[src/verilog/afe_pkg.sv]
// Constants for the converter error flag and flow control block
package afe_pkg;
   // Register offsets
   localparam logic [3:0] OFF_ERR_IE = 4'h6;
   localparam logic [3:0] OFF_IE = 4'h7;
   localparam logic [3:0] OFF_ERR_FLAGS = 4'h8;
   // Bit positions shared by error enable and error flag registers
   localparam int BIT_IA = 7;
   localparam int BIT_CMD = 6;
   localparam int BIT_EOL = 5;
   localparam int BIT_TRIGGER_BIT = 3;
   localparam int BIT_RSTAR = 2;
   localparam int BIT_LOAD_OK_BIT = 1;
   // Interrupt enable bits
   localparam int BIT_ABORT_DONE_IE = 7;
   localparam int BIT_OVERRUN_IE = 6;
   // Implemented bits, severe and clearable flag masks, reset value
   localparam logic [7:0] ERR_IE_MASK = 8'hEE;
   localparam logic [7:0] IE_MASK = 8'hC0;
   localparam logic [7:0] SEVERE_MASK = 8'hE8;
   localparam logic [7:0] CLEARABLE_MASK = 8'h06;
   localparam logic [7:0] RESET_BYTE = 8'h00;
   // Flow control mode
   typedef enum logic [0:0] {
      AFE_MODE_RESTART = 1'b0,
      AFE_MODE_TRIGGER = 1'b1
   } afe_mode_t;
   // Sequencer states
   typedef enum logic [1:0] {
      AFE_IDLE = 2'b00,
      AFE_LOAD = 2'b01,
      AFE_RUN = 2'b10,
      AFE_HALT = 2'b11
   } afe_state_t;
endpackage
[src/verilog/afe_flow_ctrl.sv]
// Error flags, interrupt enables and flow control bit handling
`timescale 1ns/10ps
`default_nettype none
module afe_flow_ctrl (
   // Clock and reset
   input wire logic i_mclk,
   input wire logic i_reset,
   // Module control
   input wire logic i_module_enable,
   input wire logic i_soft_reset_bit,
   input wire logic i_trigger_mode,
   // Register access
   input wire logic [3:0] i_addr,
   input wire logic i_wr,
   input wire logic [7:0] i_wdata,
   output logic [7:0] o_rdata,
   // Flow control requests, data bus or internal interface
   input wire logic i_restart_request_bit,
   input wire logic i_trigger_bit,
   input wire logic i_sequence_abort_bit,
   input wire logic i_load_ok_bit,
   // Error events, sequencer status and interrupt events from the datapath
   input wire logic i_result_store_fault,
   input wire logic i_fetch_out_of_range,
   input wire logic i_command_reserved,
   input wire logic i_resolution_reserved,
   input wire logic i_missing_end_of_list,
   input wire logic i_sampling_start,
   input wire logic i_sequence_done,
   input wire logic i_end_of_list_flag,
   input wire logic i_abort_done,
   input wire logic i_completion_overrun,
   // Outputs
   output logic o_error_irq,
   output logic o_abort_done_irq,
   output logic o_overrun_irq,
   output logic o_abort_conversion,
   output logic o_load_first_command,
   output logic o_swap_list,
   output logic o_start_sequence,
   output logic o_halted
);
   typedef struct packed {
      logic [7:0] err_ie;
      logic [7:0] ie;
      logic [7:0] err_flags;
      logic [7:0] rdata;
      afe_pkg::afe_state_t state;
      logic sampling;
      logic error_irq;
      logic abort_done_irq;
      logic overrun_irq;
      logic abort_conv;
      logic load_first;
      logic swap;
      logic start_seq;
      logic halted;
   } afe_state_s_t;

   afe_state_s_t s_reg;
   afe_state_s_t s_next;
   logic trigger_bit_eff;
   logic [7:0] set_ev;

   always_comb begin
      s_next = s_reg;
      set_ev = afe_pkg::RESET_BYTE;
      s_next.abort_conv = 1'b0;
      s_next.load_first = 1'b0;
      s_next.swap = 1'b0;
      s_next.start_seq = 1'b0;
      trigger_bit_eff = i_trigger_bit | (i_trigger_mode & i_restart_request_bit);
      // Register writes
      if (i_wr) begin
         if (i_addr == afe_pkg::OFF_ERR_IE) begin
            s_next.err_ie = i_wdata & afe_pkg::ERR_IE_MASK;
         end else if (i_addr == afe_pkg::OFF_IE) begin
            s_next.ie = i_wdata & afe_pkg::IE_MASK;
         end else if (i_addr == afe_pkg::OFF_ERR_FLAGS) begin
            s_next.err_flags = s_reg.err_flags & ~(i_wdata & afe_pkg::CLEARABLE_MASK);
         end
      end
      set_ev[afe_pkg::BIT_IA] = i_result_store_fault | i_fetch_out_of_range;
      set_ev[afe_pkg::BIT_CMD] = i_command_reserved | i_resolution_reserved;
      set_ev[afe_pkg::BIT_EOL] = i_missing_end_of_list;
      set_ev[afe_pkg::BIT_TRIGGER_BIT] =
         (!i_trigger_mode & i_restart_request_bit & i_trigger_bit) |
         (i_trigger_bit & (s_reg.state == afe_pkg::AFE_LOAD)) |
         (i_trigger_bit & s_reg.sampling) |
         (i_trigger_mode & i_restart_request_bit & i_trigger_bit) |
         (i_trigger_bit & !i_restart_request_bit & (s_reg.state == afe_pkg::AFE_RUN)
            & !i_sequence_done);
      set_ev[afe_pkg::BIT_RSTAR] = i_restart_request_bit & (s_reg.state == afe_pkg::AFE_RUN)
         & !i_end_of_list_flag & !i_sequence_abort_bit;
      // Load-OK error in restart mode without load-OK
      set_ev[afe_pkg::BIT_LOAD_OK_BIT] = !i_trigger_mode & i_restart_request_bit & !i_load_ok_bit
         & !i_sequence_abort_bit;
      if (s_reg.halted) begin
         set_ev = set_ev & afe_pkg::SEVERE_MASK;
      end
      // Set wins over clear
      s_next.err_flags = s_next.err_flags | set_ev;
      // Sampling tracking and sequencer
      if (i_sampling_start) begin
         s_next.sampling = 1'b0;
      end
      case (s_reg.state)
         afe_pkg::AFE_IDLE: begin
            if (trigger_bit_eff & !i_restart_request_bit) begin
               s_next.state = afe_pkg::AFE_RUN;
               s_next.start_seq = 1'b1;
               s_next.sampling = 1'b1;
            end
         end
         afe_pkg::AFE_LOAD: begin
            if (trigger_bit_eff | i_trigger_mode) begin
               s_next.state = afe_pkg::AFE_RUN;
               s_next.start_seq = 1'b1;
               s_next.sampling = 1'b1;
            end else begin
               s_next.state = afe_pkg::AFE_IDLE;
            end
         end
         afe_pkg::AFE_RUN: begin
            if (i_sequence_done) begin
               s_next.state = afe_pkg::AFE_IDLE;
            end
         end
         default: begin
            s_next.state = afe_pkg::AFE_HALT;
         end
      endcase
      if (i_sequence_abort_bit & !s_reg.halted) begin
         s_next.abort_conv = 1'b1;
         s_next.state = afe_pkg::AFE_IDLE;
         s_next.sampling = 1'b0;
      end
      if (i_restart_request_bit & !s_reg.halted & !set_ev[afe_pkg::BIT_TRIGGER_BIT]) begin
         s_next.load_first = 1'b1;
         s_next.swap = i_load_ok_bit;
         s_next.state = afe_pkg::AFE_LOAD;
      end
      if ((s_next.err_flags & afe_pkg::SEVERE_MASK) != afe_pkg::RESET_BYTE) begin
         s_next.state = afe_pkg::AFE_HALT;
         s_next.halted = 1'b1;
         s_next.start_seq = 1'b0;
         s_next.load_first = 1'b0;
         s_next.swap = 1'b0;
         s_next.sampling = 1'b0;
      end
      if (i_soft_reset_bit) begin
         s_next.err_flags = afe_pkg::RESET_BYTE;
         s_next.state = afe_pkg::AFE_IDLE;
         s_next.halted = 1'b0;
         s_next.sampling = 1'b0;
         s_next.abort_conv = 1'b1;
         s_next.load_first = 1'b0;
         s_next.swap = 1'b0;
         s_next.start_seq = 1'b0;
      end
      if (!i_module_enable) begin
         s_next.err_flags = afe_pkg::RESET_BYTE;
         s_next.state = afe_pkg::AFE_IDLE;
         s_next.halted = 1'b0;
         s_next.sampling = 1'b0;
         s_next.load_first = 1'b0;
         s_next.swap = 1'b0;
         s_next.start_seq = 1'b0;
      end
      s_next.error_irq = |(s_next.err_flags & s_next.err_ie);
      s_next.abort_done_irq = i_abort_done & s_next.ie[afe_pkg::BIT_ABORT_DONE_IE];
      s_next.overrun_irq = i_completion_overrun & s_next.ie[afe_pkg::BIT_OVERRUN_IE];
      // Read data
      if (i_addr == afe_pkg::OFF_ERR_IE) begin
         s_next.rdata = s_next.err_ie;
      end else if (i_addr == afe_pkg::OFF_IE) begin
         s_next.rdata = s_next.ie;
      end else if (i_addr == afe_pkg::OFF_ERR_FLAGS) begin
         s_next.rdata = s_next.err_flags;
      end else begin
         s_next.rdata = afe_pkg::RESET_BYTE;
      end
   end

   always_ff @(posedge i_mclk) begin
      if (i_reset) begin
         s_reg <= '0;
      end else begin
         s_reg <= s_next;
      end
   end

   assign o_rdata = s_reg.rdata;
   assign o_error_irq = s_reg.error_irq;
   assign o_abort_done_irq = s_reg.abort_done_irq;
   assign o_overrun_irq = s_reg.overrun_irq;
   assign o_abort_conversion = s_reg.abort_conv;
   assign o_load_first_command = s_reg.load_first;
   assign o_swap_list = s_reg.swap;
   assign o_start_sequence = s_reg.start_seq;
   assign o_halted = s_reg.halted;

   restart_trigger_bit_a: assert property (@(posedge i_mclk) disable iff (i_reset)
      (i_module_enable && !i_soft_reset_bit && !i_trigger_mode && i_restart_request_bit
       && i_trigger_bit) |=> s_reg.err_flags[afe_pkg::BIT_TRIGGER_BIT])
      else $error("restart with trigger did not flag error");
   abort_pulse_a: assert property (@(posedge i_mclk) disable iff (i_reset)
      (i_module_enable && !o_halted && i_sequence_abort_bit) |=> o_abort_conversion)
      else $error("abort not issued");
   swap_load_a: assert property (@(posedge i_mclk) disable iff (i_reset)
      o_swap_list |-> o_load_first_command)
      else $error("swap without command load");
   trigger_bit_mode_a: assert property (@(posedge i_mclk) disable iff (i_reset)
      (o_load_first_command && i_trigger_mode && !i_trigger_bit && !i_sequence_abort_bit
       && i_module_enable && !i_soft_reset_bit && !o_halted
       && !i_result_store_fault && !i_fetch_out_of_range && !i_command_reserved
       && !i_resolution_reserved && !i_missing_end_of_list && !i_restart_request_bit)
      |=> o_start_sequence)
      else $error("trigger mode restart did not start sequence");
   halt_quiet_a: assert property (@(posedge i_mclk) disable iff (i_reset)
      o_halted |-> !o_start_sequence && !o_load_first_command)
      else $error("activity while halted");
   severe_hold_a: assert property (@(posedge i_mclk) disable iff (i_reset)
      (s_reg.err_flags[afe_pkg::BIT_IA] && i_module_enable && !i_soft_reset_bit)
      |=> s_reg.err_flags[afe_pkg::BIT_IA])
      else $error("severe flag cleared without soft reset");
   w1c_clear_a: assert property (@(posedge i_mclk) disable iff (i_reset)
      (i_wr && i_addr == afe_pkg::OFF_ERR_FLAGS && i_wdata[afe_pkg::BIT_LOAD_OK_BIT]
       && !i_restart_request_bit) |=> !s_reg.err_flags[afe_pkg::BIT_LOAD_OK_BIT])
      else $error("load-OK error not cleared by write");
   disable_clear_a: assert property (@(posedge i_mclk) disable iff (i_reset)
      !i_module_enable |=> s_reg.err_flags == afe_pkg::RESET_BYTE)
      else $error("flags not clear while disabled");
   err_irq_a: assert property (@(posedge i_mclk) disable iff (i_reset)
      o_error_irq == |(s_reg.err_flags & s_reg.err_ie))
      else $error("error interrupt mismatch");
   ia_flag_set_a: assert property (@(posedge i_mclk) disable iff (i_reset)
      (i_module_enable && !i_soft_reset_bit && (i_result_store_fault || i_fetch_out_of_range))
      |=> s_reg.err_flags[afe_pkg::BIT_IA] && o_halted)
      else $error("illegal access did not set its flag");
   cmd_flag_set_a: assert property (@(posedge i_mclk) disable iff (i_reset)
      (i_module_enable && !i_soft_reset_bit && (i_command_reserved || i_resolution_reserved))
      |=> s_reg.err_flags[afe_pkg::BIT_CMD] && o_halted)
      else $error("bad command value did not set its flag");
   eol_flag_set_a: assert property (@(posedge i_mclk) disable iff (i_reset)
      (i_module_enable && !i_soft_reset_bit && i_missing_end_of_list)
      |=> s_reg.err_flags[afe_pkg::BIT_EOL] && o_halted)
      else $error("missing end of list did not set its flag");
   trigger_bit_sampling_a: assert property (@(posedge i_mclk) disable iff (i_reset)
      (i_module_enable && !i_soft_reset_bit && i_trigger_bit && s_reg.sampling)
      |=> s_reg.err_flags[afe_pkg::BIT_TRIGGER_BIT] && o_halted)
      else $error("trigger during sampling start not flagged");
   restart_err_a: assert property (@(posedge i_mclk) disable iff (i_reset)
      (i_module_enable && !i_soft_reset_bit && !o_halted && i_restart_request_bit
       && s_reg.state == afe_pkg::AFE_RUN && !i_end_of_list_flag && !i_sequence_abort_bit)
      |=> s_reg.err_flags[afe_pkg::BIT_RSTAR])
      else $error("restart during sequence not flagged");
   severe_write_a: assert property (@(posedge i_mclk) disable iff (i_reset)
      (i_wr && i_addr == afe_pkg::OFF_ERR_FLAGS && i_module_enable && !i_soft_reset_bit
       && !i_trigger_bit && !i_result_store_fault && !i_fetch_out_of_range
       && !i_command_reserved && !i_resolution_reserved && !i_missing_end_of_list)
      |=> ((s_reg.err_flags & afe_pkg::SEVERE_MASK)
           == ($past(s_reg.err_flags) & afe_pkg::SEVERE_MASK)))
      else $error("write changed a severe flag");
   write_no_set_a: assert property (@(posedge i_mclk) disable iff (i_reset)
      (i_wr && i_addr == afe_pkg::OFF_ERR_FLAGS && !i_restart_request_bit && !i_trigger_bit
       && !i_result_store_fault && !i_fetch_out_of_range && !i_command_reserved
       && !i_resolution_reserved && !i_missing_end_of_list)
      |=> ((s_reg.err_flags & ~$past(s_reg.err_flags)) == afe_pkg::RESET_BYTE))
      else $error("write set an error flag");
   rstar_clear_a: assert property (@(posedge i_mclk) disable iff (i_reset)
      (i_wr && i_addr == afe_pkg::OFF_ERR_FLAGS && i_wdata[afe_pkg::BIT_RSTAR]
       && !i_restart_request_bit) |=> !s_reg.err_flags[afe_pkg::BIT_RSTAR])
      else $error("restart error not cleared by write");
   err_ie_write_a: assert property (@(posedge i_mclk) disable iff (i_reset)
      (i_wr && i_addr == afe_pkg::OFF_ERR_IE)
      |=> (s_reg.err_ie == ($past(i_wdata) & afe_pkg::ERR_IE_MASK)))
      else $error("error enable register not written");
   abort_irq_a: assert property (@(posedge i_mclk) disable iff (i_reset)
      (i_abort_done && s_reg.ie[afe_pkg::BIT_ABORT_DONE_IE]
       && !(i_wr && i_addr == afe_pkg::OFF_IE)) |=> o_abort_done_irq)
      else $error("abort done interrupt not raised");
   overrun_irq_a: assert property (@(posedge i_mclk) disable iff (i_reset)
      (i_completion_overrun && s_reg.ie[afe_pkg::BIT_OVERRUN_IE]
       && !(i_wr && i_addr == afe_pkg::OFF_IE)) |=> o_overrun_irq)
      else $error("overrun interrupt not raised");
   restart_load_a: assert property (@(posedge i_mclk) disable iff (i_reset)
      (i_module_enable && !i_soft_reset_bit && !o_halted && i_restart_request_bit
       && !i_trigger_bit && !i_result_store_fault && !i_fetch_out_of_range
       && !i_command_reserved && !i_resolution_reserved && !i_missing_end_of_list)
      |=> (o_load_first_command && (o_swap_list == $past(i_load_ok_bit))))
      else $error("restart did not load the first command");
endmodule
`default_nettype wire

[config.mk]
export PLATFORM = sky130hd
export DESIGN_NAME = afe_flow_ctrl
export DESIGN_NICKNAME = d
export VERILOG_FILES = /design/src/verilog/afe_pkg.sv /design/src/verilog/afe_flow_ctrl.sv
export SDC_FILE = /design/constraint.sdc
export NUM_CORES = 1
export LEC_CHECK = 0
export BUFFER_PORTS_ARGS = -buffer_cell sky130_fd_sc_hd__buf_2
export CORE_AREA = 2 2 57 72
export DETAILED_ROUTE_END_ITERATION = 8
export DIE_AREA = 0 0 59 74
export PLACE_DENSITY_LB_ADDON = 0.12
export SYNTH_ARGS = -nofsm -noshare
export SYNTH_HDL_FRONTEND = slang
export SYNTH_SLANG_ARGS = --single-unit
[constraint.sdc]
create_clock -name i_mclk -period 2.5 [get_ports i_mclk]
set_clock_uncertainty 0.05 [all_clocks]
set_input_delay 0.25 -clock i_mclk [delete_from_list [all_inputs] [get_ports i_mclk]]
set_output_delay 0.25 -clock i_mclk [all_outputs]
set_load 0.01 [all_outputs]
==> PnR_summary.wiki <==
{| class="wikitable"
! Metric !! Value
|-
| Final Hold Viols || 0
|-
| Final total negative setup slack || 0 ns
|-
| Final estimated routing congestion in global placement || 0.815
|-
| Number of antenna diodes || 0
|-
| Maximum clock frequency || 523 MHz
|-
| Filler Cell Count || 372
|-
| Master of the slowest instance on the critical path || sky130_fd_sc_hd__a2111oi_4
|-
| Source-to-sink clock delay at the later pin of the worst-skew pair || 0.30 ns
|-
| Post-synth design cell area || 1770 sq um
|-
| Total clock buffers created by CTS || 5
|-
| Routed wire length || 3640 um
|-
| Number of DRC violations after detailed-routing iteration 0 || 42
|-
| Slew Limit Headroom || 69.2%
|-
| Total number of yosys warnings || 0
|-
| Horizontal die dimension || 59 um
|-
| Average vias per placed instance || 5.09
|-
| Post-Place Setup Slack || 0.529 ns
|-
| Leakage power total || 0.953 nW
|-
| Clock Sink Count || 43
|-
| Initial antenna violation count || 0
|-
| Area growth from synthesis to layout || 19.0%
|-
| Post-synthesis share of cell area spent on xor and xnor gates || 0%
|-
| Synthesized area per cell || 9.01 sq um
|-
| Final routed wire length divided by cell count || 13.3 um
|-
| Flip-flop and latch count after synthesis || 43
|-
| Overflow after GRT || 0
|-
| Number of nets at the end of the flow || 266
|-
| Worst Setup Start Kind || register
|-
| Clock tree from TritonCTS || yes
|-
| Worst VDD drop || 0.408 mV
|-
| Number of H-tree levels || 2
|-
| Area leader, netlist || sky130_fd_sc_hd__dfxtp_1
|-
| Synthesized netlist cell count || 196
|-
| Time the final worst path needs with I/O delays and setup || 1.91 ns
|-
| Synthesized netlist net count || 228
|-
| Worst-Margin Slew || 0.459 ns
|-
| Pin count of the biggest net entering global routing || 21
|-
| Top delay family on crit path || compound AO/OA/AOI/OAI gates
|-
| Global-route usage over all layers || 18.6%
|-
| HPWL Detailed || 2760 um
|-
| Synth Area in Compound Gates || 16.3%
|-
| Floorplan Core Area || 3690 sq um
|-
| Number of global-route vias before repair || 1301
|-
| CTS resizes || 0
|-
| Synthesized-area fraction occupied by and/or/nand/nor cells || 22.4%
|-
| Post-CTS repair timing setup buffer count || 0
|-
| Async set-or-reset flop fraction in the synthesized netlist || 0%
|-
| Arrival time of data at the critical path endpoint || 2.11 ns
|-
| Post-synth top area share || 48.7%
|-
| Fraction of the mapped netlist area in adder cells || 0%
|-
| Pre-Repair DR Iteration Count || 4
|-
| Type of the most critical hold path || primary input to register
|-
| Critical path start-end classification || register to register
|-
| Number of distinct library cells after synthesis || 37
|-
| Crit-path max FO || 6
|-
| Area enclosed by the die boundary || 4370 sq um
|-
| Finished Layout Cells || 275
|-
| Effective utilization at floorplan || 47.9%
|-
| Combinational family with the most area after synthesis || simple AND/OR/NAND/NOR gates
|-
| Count of endpoints failing setup in the final report || 0
|-
| Floorplan die height || 74 um
|-
| Post-route DRC violation count || 0
|-
| Final critical-path share of the clock period || 76.5%
|-
| Setup repair after global routing missed its margin || false
|-
| Finished Cell Area || 2100 sq um
|-
| IO Pins || 48
|-
| Run status || completed
|-
| Post-detailed-placement cell area || 1970 sq um
|-
| Clock Tree Buf Depth || 2
|-
| Number of pins with negative max-slew slack in the final report || 0
|-
| Share of synthesized area occupied by flip-flops and latches || 48.7%
|-
| Proportion of layout cells with a drive suffix above 1 || 25.5%
|-
| Endpoint required time on the critical path || 2.70 ns
|-
| EDFF count, synth || 0
|-
| Vias || 1401
|-
| Number of placement rows || 25
|-
| Total power divided by cell area || 686 nW/um^2
|-
| Main synth FF type || sky130_fd_sc_hd__dfxtp_1
|-
| Leading post-synthesis cells by cell area || sky130_fd_sc_hd__dfxtp_1 49%, sky130_fd_sc_hd__nor2_1 5.7%, sky130_fd_sc_hd__and2_1 5.3%
|-
| Worst hold slack across all endpoints || 0.0993 ns
|-
| Cell-by-cell trace of the critical path || nor2b_1, a2111o_1, a2111oi_4, and3_1, and2_1
|-
| Clock-pin transition on the worst setup and hold timing paths || 0.08 ns
|-
| Crit end category || register
|-
| CTS root buffer || sky130_fd_sc_hd__clkbuf_8
|-
| Global-route wire length before repair || 6040 um
|-
| # hold bufs at CTS || 0
|-
| Maximum capacitance violations || 0
|-
| Residual antenna-violating net count after detailed routing || 0
|-
| Slowest stage delay, CP || 0.51 ns
|-
| Final setup margin || 0.587 ns
|-
| Port Buffers || 45
|-
| Instance count after placement with tap cells included || 267
|-
| Number of flip-flops under the largest register name || 27
|-
| Critical path buffer and inverter count || 0
|-
| Post-synthesis mux area share || 5.74%
|}
-- synthesized netlist by cell type, types with 2 or more instances --
master,number
sky130_fd_sc_hd__dfxtp_1,43
sky130_fd_sc_hd__nor2_1,27
sky130_fd_sc_hd__and2_1,15
sky130_fd_sc_hd__nand2_1,14
sky130_fd_sc_hd__o21ai_0,11
sky130_fd_sc_hd__a21oi_1,9
sky130_fd_sc_hd__mux2i_1,9
sky130_fd_sc_hd__buf_4,8
sky130_fd_sc_hd__inv_1,8
sky130_fd_sc_hd__clkbuf_1,7
sky130_fd_sc_hd__a31oi_1,5
sky130_fd_sc_hd__nand2b_1,5
sky130_fd_sc_hd__a22oi_1,4
sky130_fd_sc_hd__and3_1,3
sky130_fd_sc_hd__or3_1,3
sky130_fd_sc_hd__a221oi_1,2
sky130_fd_sc_hd__nor2b_1,2
sky130_fd_sc_hd__nor3_1,2
-- metal layers --
layer  vias to the layer above  global-route usage [%]  part of all wire, %
li1                        736                       -                    -
met1                       622                    21.9                   45
met2                        35                    30.2                   48
met3                         8                    5.39                  4.6
met4                         0                    10.4                  2.3
met5                         -                       0                    0
-- worst reg2reg max path, cell delays in order (launching register included) --
cell and delay, ns:
sky130_fd_sc_hd__dfxtp_1 0.36, sky130_fd_sc_hd__nor2b_1 0.14, sky130_fd_sc_hd__a2111o_1 0.45, sky130_fd_sc_hd__a2111oi_4 0.51
sky130_fd_sc_hd__and3_1 0.24, sky130_fd_sc_hd__and2_1 0.12
-- layout make-up --
class / count / area, sq um / area share, %
Clock buffer: 5 / 68.8 / 3.27
Clock inverter: 3 / 67.6 / 3.21
Inverter: 8 / 30.0 / 1.43
Multi-Input combinational cell: 129 / 785 / 37.3
Sequential cell: 43 / 861 / 41.0
Tap cell: 40 / 50.0 / 2.38
Timing Repair Buffer: 47 / 240 / 11.4
-- power by group --
group / internal (W) / switching [W] / total, W / leakage [nW]
combinational: 0.0000442 / 0.0000594 / 0.000104 / 0.541
clock: 0.000398 / 0.000241 / 0.000639 / 0.0644
sequential: 0.000693 / 0.00000457 / 0.000698 / 0.348
total: 0.00114 / 0.000305 / 0.00144 / 0.953
-- stage by stage --
stage | util (%) | power (W)
after floorplan | - | 0.000776
final | 56.9 | 0.00144
after global placement | 53.3 | 0.000818
after global routing | 56.9 | 0.00149
after detailed placement | 53.3 | 0.000818
after CTS | 56.9 | 0.00145
-- cells in the final DEF (no fill, tap or decap), types with 2 or more instances in the layout --
master,Yosys,final
sky130_fd_sc_hd__buf_2,1,45
sky130_fd_sc_hd__dfxtp_1,43,43
sky130_fd_sc_hd__nor2_1,27,27
sky130_fd_sc_hd__and2_1,15,15
sky130_fd_sc_hd__nand2_1,14,14
sky130_fd_sc_hd__o21ai_0,11,11
sky130_fd_sc_hd__a21oi_1,9,9
sky130_fd_sc_hd__mux2i_1,9,9
sky130_fd_sc_hd__inv_1,8,8
sky130_fd_sc_hd__nand2b_1,5,5
sky130_fd_sc_hd__a31oi_1,5,5
sky130_fd_sc_hd__clkbuf_8,0,5
sky130_fd_sc_hd__a22oi_1,4,4
sky130_fd_sc_hd__or3_1,3,3
sky130_fd_sc_hd__and3_1,3,3
sky130_fd_sc_hd__nor2b_1,2,2
sky130_fd_sc_hd__nor3_1,2,2
sky130_fd_sc_hd__a221oi_1,2,2
sky130_fd_sc_hd__bufinv_16,0,2
sky130_fd_sc_hd__buf_4,8,2
-- final timing paths --
path,startpoint,end,slack [ns],cells past startpoint
worst max-delay path,s_reg[9],o_swap_list,0.59,5
worst min-delay path,i_abort_done,o_abort_done_irq,0.1,2
worst max register to register,s_reg[9],o_swap_list,0.59,5
worst min register to register,s_reg[31],s_reg[31],0.41,1
-- logic make-up (layout without fill, tap and decap cells) --
kind of cell / Yosys count / in the layout
simple gates: 78 / 78
flops: 43 / 43
mux: 10 / 10
compound gates: 41 / 41
buf+inv: 24 / 63
Note: power is estimated with default switching activity, not from simulation.
